--- config.mk ---
export PLATFORM = sky130hd
export DESIGN_NAME = ccg_card_clock_gate
export DESIGN_NICKNAME = d
export VERILOG_FILES = /design/src/ccg_pkg.sv /design/src/ccg_card_clock_gate.sv /design/src/ccg_divider.sv
export SDC_FILE = /design/constraint.sdc
export NUM_CORES = 1
export LEC_CHECK = 0
export BUFFER_PORTS_ARGS = -buffer_cell sky130_fd_sc_hd__buf_2
export CORE_MARGIN = 8
export CORE_UTILIZATION = 57
export CTS_BUF_LIST = sky130_fd_sc_hd__clkbuf_8
export DETAILED_ROUTE_END_ITERATION = 7
export PLACE_DENSITY = 0.86
export REMOVE_ABC_BUFFERS = 1
export SLEW_MARGIN = 20
export SYNTH_ARGS = -nofsm -noshare
export SYNTH_HDL_FRONTEND = slang
export SYNTH_HIERARCHICAL = 1
export SYNTH_SLANG_ARGS = --single-unit
--- constraint.sdc ---
create_clock -name mclk_i -period 2.8 [get_ports mclk_i]
set_input_delay 0.28 -clock mclk_i [delete_from_list [all_inputs] [get_ports mclk_i]]
set_output_delay 0.28 -clock mclk_i [all_outputs]
set_load 0.02 [all_outputs]
--- src/ccg_pkg.sv ---
// Constants for the card clock idle gating block.
// Assumes a single 100 MHz system clock and a synchronous active-high reset.
// Function
// - Low-power bit enables idle clock gating
// - Stop clock after eight idle cycles
// - Gated: clock 0, command 1, data floating
// - Reset: clock 0, command and data floating
package ccg_pkg;
   localparam int unsigned IDLE_CYCLES      = 8;
   localparam int unsigned DIV_DEFAULT      = 4;
   localparam int unsigned DATA_WIDTH       = 4;
   localparam logic        CLK_LINE_IDLE    = 1'b0;
   localparam logic        CMD_LINE_PARKED  = 1'b1;

   typedef enum logic [2:0] {
      CCG_RUN   = 3'b001,
      CCG_GATED = 3'b010,
      CCG_WAKE  = 3'b100
   } ccg_state_t;
endpackage

--- src/ccg_card_clock_gate.sv ---
// Card clock idle gating and card pin-state control.
// Assumes the controller core presents its command and data drive on the
// system clock and raises busy while any transfer is pending or running.
`timescale 1ns/1ps
module ccg_card_clock_gate #(
   parameter int unsigned HALF_CYCLES = ccg_pkg::DIV_DEFAULT,
   parameter int unsigned IDLE_COUNT  = ccg_pkg::IDLE_CYCLES
) (
   input  wire logic                            mclk_i,
   input  wire logic                            reset_i,
   input  wire logic                            low_power_en_i,
   input  wire logic                            card_busy_i,
   input  wire logic                            cmd_out_i,
   input  wire logic                            cmd_oe_i,
   input  wire logic [ccg_pkg::DATA_WIDTH-1:0]  data_out_i,
   input  wire logic [ccg_pkg::DATA_WIDTH-1:0]  data_oe_i,
   output logic                                 card_clock_line_o,
   output logic                                 card_command_line_o,
   output logic                                 card_command_line_oe_o,
   output logic [ccg_pkg::DATA_WIDTH-1:0]       card_data_lines_o,
   output logic [ccg_pkg::DATA_WIDTH-1:0]       card_data_lines_oe_o,
   output logic                                 clock_gated_o,
   output logic                                 card_ready_o
);
   localparam int unsigned IW = $clog2(IDLE_COUNT + 1);

   ////////////////////////////////////////////////////////////////////////////
   // Card clock generation.

   logic tick;
   logic clk_level;
   logic next_clk_level;
   ccg_pkg::ccg_state_t state;
   ccg_pkg::ccg_state_t next_state;
   logic [IW-1:0] idle_count;
   logic [IW-1:0] next_idle_count;

   ccg_divider #(
      .HALF_CYCLES (HALF_CYCLES)
   ) u_div (
      .mclk_i  (mclk_i),
      .reset_i (reset_i),
      .run_i   (1'b1),
      .tick_o  (tick)
   );

   // A rising tick while low completes a cycle on the next falling tick.
   wire rise_tick = tick && !clk_level;
   wire fall_tick = tick && clk_level;

   ////////////////////////////////////////////////////////////////////////////
   // Idle gating state machine.

   always_comb begin
      next_state = state;
      case (state)
         ccg_pkg::CCG_RUN: begin
            // The counter holds eight falling edges; the next one closes the
            // eighth whole idle cycle, and gating there parks the line low.
            if (low_power_en_i && !card_busy_i && fall_tick &&
                idle_count == IW'(IDLE_COUNT)) begin
               next_state = ccg_pkg::CCG_GATED;
            end
         end
         ccg_pkg::CCG_GATED: begin
            if (card_busy_i || !low_power_en_i) begin
               next_state = ccg_pkg::CCG_WAKE;
            end
         end
         ccg_pkg::CCG_WAKE: begin
            if (rise_tick) begin
               next_state = ccg_pkg::CCG_RUN;
            end
         end
         default: begin
            next_state = ccg_pkg::CCG_RUN;
         end
      endcase
   end

   always_ff @(posedge mclk_i) begin
      if (reset_i) begin
         state <= ccg_pkg::CCG_RUN;
      end else begin
         state <= next_state;
      end
   end

   ////////////////////////////////////////////////////////////////////////////
   // Idle time counter.

   // Counts falling card clock edges while the card is idle in low-power mode.
   always_comb begin
      next_idle_count = idle_count;
      if (state != ccg_pkg::CCG_RUN) begin
         next_idle_count = '0;
      end else if (card_busy_i || !low_power_en_i) begin
         next_idle_count = '0;
      end else if (fall_tick && idle_count != IW'(IDLE_COUNT)) begin
         next_idle_count = idle_count + IW'(1);
      end
   end

   always_ff @(posedge mclk_i) begin
      if (reset_i) begin
         idle_count <= '0;
      end else begin
         idle_count <= next_idle_count;
      end
   end

   ////////////////////////////////////////////////////////////////////////////
   // Card clock level.

   always_comb begin
      next_clk_level = clk_level;
      case (state)
         ccg_pkg::CCG_RUN: begin
            if (tick) begin
               next_clk_level = !clk_level;
            end
         end
         ccg_pkg::CCG_GATED: begin
            next_clk_level = ccg_pkg::CLK_LINE_IDLE;
         end
         ccg_pkg::CCG_WAKE: begin
            // Restart on a rising tick so the first high phase is full width.
            if (rise_tick) begin
               next_clk_level = 1'b1;
            end
         end
         default: begin
            next_clk_level = ccg_pkg::CLK_LINE_IDLE;
         end
      endcase
   end

   always_ff @(posedge mclk_i) begin
      if (reset_i) begin
         clk_level <= ccg_pkg::CLK_LINE_IDLE;
      end else begin
         clk_level <= next_clk_level;
      end
   end

   ////////////////////////////////////////////////////////////////////////////
   // Clock pin and status drive.

   logic next_clk_o;
   logic next_gated;
   logic next_ready;

   always_comb begin
      next_clk_o = clk_level;
      next_gated = 1'b0;
      next_ready = 1'b1;
      if (next_state != ccg_pkg::CCG_RUN) begin
         next_clk_o = ccg_pkg::CLK_LINE_IDLE;
         next_gated = 1'b1;
         next_ready = 1'b0;
      end
   end

   always_ff @(posedge mclk_i) begin
      if (reset_i) begin
         card_clock_line_o <= ccg_pkg::CLK_LINE_IDLE;
         clock_gated_o     <= 1'b0;
         card_ready_o      <= 1'b0;
      end else begin
         card_clock_line_o <= next_clk_o;
         clock_gated_o     <= next_gated;
         card_ready_o      <= next_ready;
      end
   end

   ////////////////////////////////////////////////////////////////////////////
   // Command pin drive.

   logic next_cmd_o;
   logic next_cmd_oe;

   // The core's drive is overridden until the clock runs again.
   always_comb begin
      next_cmd_o  = cmd_out_i;
      next_cmd_oe = cmd_oe_i;
      if (next_state != ccg_pkg::CCG_RUN) begin
         next_cmd_o  = ccg_pkg::CMD_LINE_PARKED;
         next_cmd_oe = 1'b1;
      end
   end

   always_ff @(posedge mclk_i) begin
      if (reset_i) begin
         card_command_line_o    <= 1'b0;
         card_command_line_oe_o <= 1'b0;
      end else begin
         card_command_line_o    <= next_cmd_o;
         card_command_line_oe_o <= next_cmd_oe;
      end
   end

   ////////////////////////////////////////////////////////////////////////////
   // Data pin drive, one slice per data line.

   genvar bit_idx;
   generate
      for (bit_idx = 0; bit_idx < ccg_pkg::DATA_WIDTH; bit_idx++) begin : g_data_pin
         logic next_dat_o;
         logic next_dat_oe;

         always_comb begin
            next_dat_o  = data_out_i[bit_idx];
            next_dat_oe = data_oe_i[bit_idx];
            if (next_state != ccg_pkg::CCG_RUN) begin
               next_dat_o  = 1'b0;
               next_dat_oe = 1'b0;
            end
         end

         always_ff @(posedge mclk_i) begin
            if (reset_i) begin
               card_data_lines_o[bit_idx]    <= 1'b0;
               card_data_lines_oe_o[bit_idx] <= 1'b0;
            end else begin
               card_data_lines_o[bit_idx]    <= next_dat_o;
               card_data_lines_oe_o[bit_idx] <= next_dat_oe;
            end
         end
      end
   endgenerate
endmodule // ccg_card_clock_gate

--- src/ccg_divider.sv ---
// Card clock divider: produces one-cycle enables for the card clock edges.
// Assumes the divide count is at least one system cycle per half period.
`timescale 1ns/1ps
module ccg_divider #(
   parameter int unsigned HALF_CYCLES = ccg_pkg::DIV_DEFAULT
) (
   input  wire logic mclk_i,
   input  wire logic reset_i,
   input  wire logic run_i,
   output logic      tick_o
);
   localparam int unsigned CW = $clog2(HALF_CYCLES + 1);
   logic [CW-1:0] count;
   logic [CW-1:0] next_count;
   logic          next_tick;

   always_comb begin
      next_count = count;
      next_tick  = 1'b0;
      if (run_i) begin
         if (count == CW'(HALF_CYCLES - 1)) begin
            next_count = '0;
            next_tick  = 1'b1;
         end else begin
            next_count = count + CW'(1);
         end
      end else begin
         next_count = '0;
      end
   end

   always_ff @(posedge mclk_i) begin
      if (reset_i) begin
         count  <= '0;
         tick_o <= 1'b0;
      end else begin
         count  <= next_count;
         tick_o <= next_tick;
      end
   end
endmodule // ccg_divider

==> out/metrics.yaml, run 1 <==
finish:
  fin_nets: 154
  fillers: 124
  diodes: 0
  synthToLayoutAreaGrowth_pct: 19.95
  drive_gt1_frac: 0.2444
floorplanning:
  die_y_um: 58.35
  std_cell_rows: 15
  core_um2: 1708
  ios: 27
  dieWidth_um: 58.35
  die_area_um2: 3405
  initial_core_util: 0.5985
clock_network:
  cts.repair.resized: 0
  postCtsSetupBuffers: 0
  root_buffer: "clkbuf_8"
  htreeDepth: 1
  clock_sinks: 25
  cts_inserted_buffers: 3
  clk_pin_slew_ns: 0.09
  clock_path_buffers: 2
  holdBufCountCts: 0
  cts_tree: "done"
  clk_latency_ns: 0.27
worst_setup_path:
  critPathLaunchType: "flop"
  crit_start: "clk_level"
  critPathSlowestCell: "o21ai_1"
  critical_path_required_ns: 2.91
  r2r_start: "clk_level"
  worst-setup-path-type: "flop to flop"
  crit_arrival_ns: 1.91
  r2r_cells: 3
  cp-end-kind: "flop"
  critPathMaxFanout: 14
  crit_path_max_incr_delay_ns: 0.67
  worstPathCellList: "and2b_1, o21ai_1, a2111oi_0"
route:
  detail-route-antenna-nets: 0
  wl_met3_um: 156
  dr_total_vias: 893
  first_pass_iters: 4
  viasPerCell: 5.581
  met2_length_um: 1211
  wl_met1_um: 916
  wirelength_um: 2361
  drc: 0
  wl_per_cell_um: 14.76
  drt_iter0_markers: 23
  maxUsedRoutingLayer: "met4"
sta:
  fin_crit_ns: 1.806
  finalCritPeriodShare: 0.6449
  skew_ns: 0.005887
  tightest_slew_ns: 0.8529
  grt_setup_unrepaired: "no"
  fin_tns_setup_ns: 0
  max_slew_margin: 0.4276
  fmax_ghz: 0.5538
  final_max_slew_viol_count: 0
  setup_viol: 0
  final-hold-violation-count: 0
global_routing:
  grt_max_degree: 22
  antenna_found_initial: 0
  grt.overflow.total: 0
  first_global_vias: 851
  grt_pass1_wl_um: 3850
  grtUsageTotal: 0.1454
pwr:
  intPower_uw: 484.8
  p_seq_frac: 0.586
  p_sw_frac: 0.2286
  cellPowerDensity_nw_per_um2: 512.5
  clockPowerShare: 0.337
  power.leakage_uw: 0.0005408
  peakVddDrop_mv: 0.2564
  power.switching_uw: 143.7
  power_uw: 628.5
  combPwrFrac: 0.077
synth:
  synth_area_per_cell_um2: 9.644
  synth_edf_count: 0
  syn-cell-area_um2: 1022
  synth_area_leaders: "dfxtp_1 49%, a2111oi_0 7.7%, inv_1 5.1%"
  yosys_warnings: 6
  synth_seq_cells: 25
  synth-async-reset-ratio: 0
  synth_ff_type: "dfxtp_1"
  yosysMostFrequentCell: "dfxtp_1"
  synth_cell_type_count: 35
  synth_common_cells: "25 x dfxtp_1, 14 x inv_1, 9 x a2111oi_0"
  yosys.area.top_type: "dfxtp_1"
  syn_inst: 106
  seq_area_frac_synth: 0.4896
  synth_top_area_frac: 0.4896
hold_path:
  hold_depth: 3
  hp-class: "input pin to flop"
  worstHoldStart: "data_oe_i[2]"
run:
  maxCapViolCount: 0
outcome:
  status: "finished, final reports clean"
placed_design:
  gp_congestion: 0.8457
  portBuffers: 26
  hpwl_um: 1666
per-layer routing:
metal,up-vias,track usage
met5,-,0
met4,0,0.08042
met3,7,0.04130
met2,32,0.2331
met1,412,0.1699
li1,442,-
layout make-up:
type | count | area (um^2) | share of cell area
clock buffers | 3 | 41.29 | 0.03367
clock inverters | 1 | 5.005 | 0.004082
inverters | 14 | 52.55 | 0.04286
multi-input cells | 65 | 457.9 | 0.3735
flip-flops and latches | 25 | 500.5 | 0.4082
well taps | 25 | 31.28 | 0.02551
repair buffers | 27 | 137.6 | 0.1122
worst paths after layout:
check / endpoint / slack [ns]
max: card_data_lines_oe_o[3] / 0.99
min: card_data_lines_oe_o[2] / 0.23
max reg2reg: card_data_lines_oe_o[3] / 0.99
min reg2reg: u_div/count[0] / 0.44
cells in the final DEF (no fill, tap or decap), drive strengths merged, types with 4 or more instances in the layout:
master	n
dfxtp	25
o21ai	5
buf	27
nand3	4
conb	4
a21oi	5
ha	4
a2111oi	9
inv	14
state kept, by name, indices dropped and copies added, names as in the netlist, 3 cells and up:
name                  cells
card_data_lines_o         4
card_data_lines_oe_o      4
idle_count                4
state                     3
u_div/count               3
kinds of logic after synthesis:
group | after synthesis | synth area share
compound gates | 27 | 0.1922
flops | 25 | 0.4896
buf+inv | 19 | 0.07344
fa+ha+maj | 4 | 0.04896
simple gates | 30 | 0.1922
other cells | 1 | 0.003668
power groups by stage:
stage / Sequential, uW / Combinational, uW / Clock [uW]
floorplan: 387 / 13.1 / 0
global placement: 376 / 46.1 / 0
detailed placement: 376 / 48.5 / 0
CTS: 368 / 49.1 / 214
global route: 369 / 53.3 / 229
finish: 368 / 48.4 / 212
per-stage QoR:
step | instance area [um^2] | hold slack [ns] | util | setup WS (ns) | cells
2_1_floorplan | 1011 | 0.3528 | - | 1.013 | 104
3_3_place_gp | 1180 | 0.4180 | 0.6908 | 1.162 | 156
3_5_place_dp | 1180 | 0.4317 | 0.6908 | 1.053 | 156
4_1_cts | 1226 | 0.2284 | 0.7179 | 1.016 | 160
5_1_grt | 1226 | 0.2347 | 0.7179 | 0.8690 | 160
6_report | 1226 | 0.2293 | 0.7179 | 0.9944 | 160
worst max-delay path, delay by kind of cell (launching register included):
family | cells | cell delay (ns)
flops | 1 | 0.47
simple gates | 1 | 0.24
compound gates | 2 | 0.94
Power figures use the tool's default switching activity.
==> inputs of run 2 (changes only) <==
Settings changed: ABC_AREA set to 1, CORE_UTILIZATION 57 to 47, PLACE_DENSITY 0.86 to 0.77.
Clock period 2.8 ns to 1.45 ns, I/O delays scaled along.
==> run 2 against run 1 <==
Against the previous run: register-to-register slack got worse by 0.81 ns; final cell count rose by 11%; combinational power rose by 87%; global-route usage fell by 4.9 points; first-iteration DRC count fell by 43%; critical path depth rose by 6; synthesized cell count rose by 12%; critical path type unchanged.
==> out/metrics.yaml, run 2 <==
synth:
  synth_common_cells: "29 x inv_1, 25 x dfxtp_1, 19 x nor2_1"  # was 25 x dfxtp_1, 14 x inv_1, 9 x a2111oi_0
  synth_cell_type_count: 18  # was 35
  synth_seq_cells: 25  # unchanged
  synth_top_area_frac: 0.5229  # was 0.4896
  synth_area_leaders: "dfxtp_1 52%, inv_1 11%, nor2_1 7.5%"  # was dfxtp_1 49%, a2111oi_0 7.7%, inv_1 5.1%
  synth_ff_type: "dfxtp_1"  # unchanged
  synth-async-reset-ratio: 0  # unchanged
  yosysMostFrequentCell: "inv_1"  # was dfxtp_1
  synth_area_per_cell_um2: 8.043  # was 9.644 um^2
  syn_inst: 119  # was 106
  synth_edf_count: 0  # unchanged
  syn-cell-area_um2: 957.2  # was 1022 um^2
  yosys.area.top_type: "dfxtp_1"  # unchanged
  yosys_warnings: 6  # unchanged
  seq_area_frac_synth: 0.5229  # was 0.4896
floorplanning:
  die_y_um: 61.13  # was 58.35 um
  ios: 27  # unchanged
  core_um2: 1942  # was 1708 um^2
  std_cell_rows: 16  # was 15
  dieWidth_um: 61.13  # was 58.35 um
  die_area_um2: 3736  # was 3405 um^2
  initial_core_util: 0.4929  # was 0.5985
worst_setup_path:
  worst-setup-path-type: "flop to flop"  # unchanged
  reg2reg_setup_slack_ns: 0.18  # was 0.99 ns
  critPathMaxFanout: 10  # was 14
  r2r_cells: 9  # was 3
  cp_top_family: "simple AND/OR/NAND/NOR gates"  # was compound AO/OA/AOI/OAI gates
  cp-end-kind: "flop"  # unchanged
  crit_cells: 9  # was 3
  crit_buf_inv: 1  # was 0
  r2r-end: "card_data_lines_oe_o[1]"  # was card_data_lines_oe_o[3]
  crit_start: "idle_count[0]"  # was clk_level
  critical_path_required_ns: 1.65  # was 2.91 ns
  endpoint: "card_data_lines_oe_o[1]"  # was card_data_lines_oe_o[3]
  critPathSlowestCell: "dfxtp_1"  # was o21ai_1
  crit_path_max_incr_delay_ns: 0.39  # was 0.67 ns
  r2r_start: "idle_count[0]"  # was clk_level
  critPathLaunchType: "flop"  # unchanged
  worstPathCellList: "inv_1, ha_1, nand2_1, nor2_1, nand2_1, nand2_2, nand3_2, nand2_4, nor2_1"  # was and2b_1, o21ai_1, a2111oi_0
  crit_arrival_ns: 1.47  # was 1.91 ns
route:
  wirelength_um: 1718  # was 2361 um
  dr_total_vias: 751  # was 893
  first_pass_iters: 4  # unchanged
  viasPerCell: 4.243  # was 5.581
  drc: 0  # unchanged
  drt_iter0_markers: 13  # was 23
  wl_per_cell_um: 9.706  # was 14.76 um
  detail-route-antenna-nets: 0  # unchanged
finish:
  final_cell_mix: "30 x inv_1, 26 x buf_2, 25 x dfxtp_1, 19 x nor2_1, 17 x nand2_1"  # was 26 x buf_2, 25 x dfxtp_1, 14 x inv_1, 9 x a2111oi_0, 5 x a21oi_1
  drive_gt1_frac: 0.2467  # was 0.2444
  fin_nets: 169  # was 154
  stdcell_area_um2: 1170  # was 1226 um^2
  diodes: 0  # unchanged
  top_regs: "card_data_lines_o: 4 flops, card_data_lines_oe_o: 4 flops, idle_count: 4 flops"  # unchanged
  final_common_cell: "inv_1"  # was buf_2
  fillers: 194  # was 124
  synthToLayoutAreaGrowth_pct: 22.22  # was 19.95%
sta:
  final_max_slew_viol_count: 0  # unchanged
  fmax_ghz: 0.7885  # was 0.5538 GHz
  fin_crit_ns: 1.268  # was 1.806 ns
  finalCritPeriodShare: 0.8746  # was 0.6449
  skew_ns: 0.001945  # was 0.005887 ns
  final-hold-violation-count: 0  # unchanged
  fin_tns_setup_ns: 0  # unchanged
  grt_setup_unrepaired: "no"  # unchanged
  whs_ns: 0.08101  # was 0.2293 ns
  setup_viol: 0  # unchanged
clock_network:
  cts_inserted_buffers: 3  # unchanged
  cts_tree: "done"  # unchanged
  postCtsSetupBuffers: 0  # unchanged
  clk_latency_ns: 0.26  # was 0.27 ns
  cts.repair.resized: 0  # unchanged
  root_buffer: "clkbuf_8"  # unchanged
  htreeDepth: 1  # unchanged
  holdBufCountCts: 0  # unchanged
  clk_pin_slew_ns: 0.08  # was 0.09 ns
  clock_sinks: 25  # unchanged
  clock_path_buffers: 2  # unchanged
global_routing:
  grt.overflow.total: 0  # unchanged
  grt_max_degree: 14  # was 22
  grtUsageTotal: 0.09615  # was 0.1454
  antenna_found_initial: 0  # unchanged
  first_global_vias: 706  # was 851
  grt_pass1_wl_um: 2801  # was 3850 um
pwr:
  peakVddDrop_mv: 1.147  # was 0.2564 mV
  cellPowerDensity_nw_per_um2: 1009  # was 512.5 nW/um^2
  power.leakage_uw: 0.0006224  # was 0.0005408 uW
  power_uw: 1180  # was 628.5 uW
placed_design:
  portBuffers: 26  # unchanged
  hpwl_um: 1388  # was 1666 um
  dpl-instance-area_um2: 1125  # was 1180 um^2
  gp_congestion: 0.8048  # was 0.8457
hold_path:
  worstHoldStart: "cmd_out_i"  # was data_oe_i[2]
  hp-class: "input pin to flop"  # unchanged
outcome:
  status: "finished, final reports clean"  # unchanged
run:
  maxCapViolCount: 0  # unchanged
==> run 2: cell count changes after synthesis, moves of 4 or more <==
cell,previous run,this run
nand3_2,0,4
inv_1,14,29
nor2_1,2,19
nand2_1,2,17
a2111oi_0,9,0
==> run 2: how the worst min path moves through the flow <==
stage	end	slack (ns)	cells after the start
after floorplan	state[2]	0.22	1
after global placement	card_command_line_oe_o	0.35	3
after detailed placement	card_command_line_oe_o	0.35	3
after CTS	card_command_line_oe_o	0.08	3
after global routing	card_data_lines_oe_o[3]	0.08	3
final	card_command_line_o	0.08	3
==> run 2: layout make-up <==
| type | instances | area (um^2) | share of cell area |
|---|---|---|---|
| repair buffers | 26 | 130.1 | 0.1112 |
| flip-flops and latches | 25 | 500.5 | 0.4278 |
| inverters | 30 | 112.6 | 0.09626 |
| clock inverters | 1 | 3.754 | 0.003209 |
| clock buffers | 3 | 41.29 | 0.03529 |
| well taps | 27 | 33.78 | 0.02888 |
| multi-input cells | 65 | 347.8 | 0.2973 |
==> run 2: through the flow <==
step,util,std cells,setup WS (ns)
2_1_floorplan,-,120,0.3136
3_3_place_gp,0.5793,173,0.2320
3_5_place_dp,0.5793,173,0.1930
4_1_cts,0.6024,177,0.1710
5_1_grt,0.6024,177,0.07444
6_report,0.6024,177,0.1818
==> run 2: routing by layer <==
metal,wire [um],global-route usage
met1,726,0.09564
met2,918,0.1851
met3,73,0.03967
met4,0,0.009967
met5,0,0
==> run 2: worst min-delay path, cell delays in order <==
cell and delay (ns):
buf_2 0.07, nand2_1 0.04, nand2_1 0.05
==> run 2: cell families (layout without fill, tap and decap cells) <==
family	after synthesis	in the layout	share of synthesized area
other	1	2	0.003918
DFF	25	25	0.5229
buffers and inverters	30	60	0.1176
xor gates and xnor gates	1	1	0.009152
AOI/OAI and AO/OA	10	10	0.05881
and+or+nand+nor	48	48	0.2353
adders and majority gates	4	4	0.05229
==> run 2: where the power goes <==
group	internal [uW]	total, uW	switching [uW]
Sequential	705	710	4.52
Clock	188	380	192
Combinational	34.7	90.3	55.6
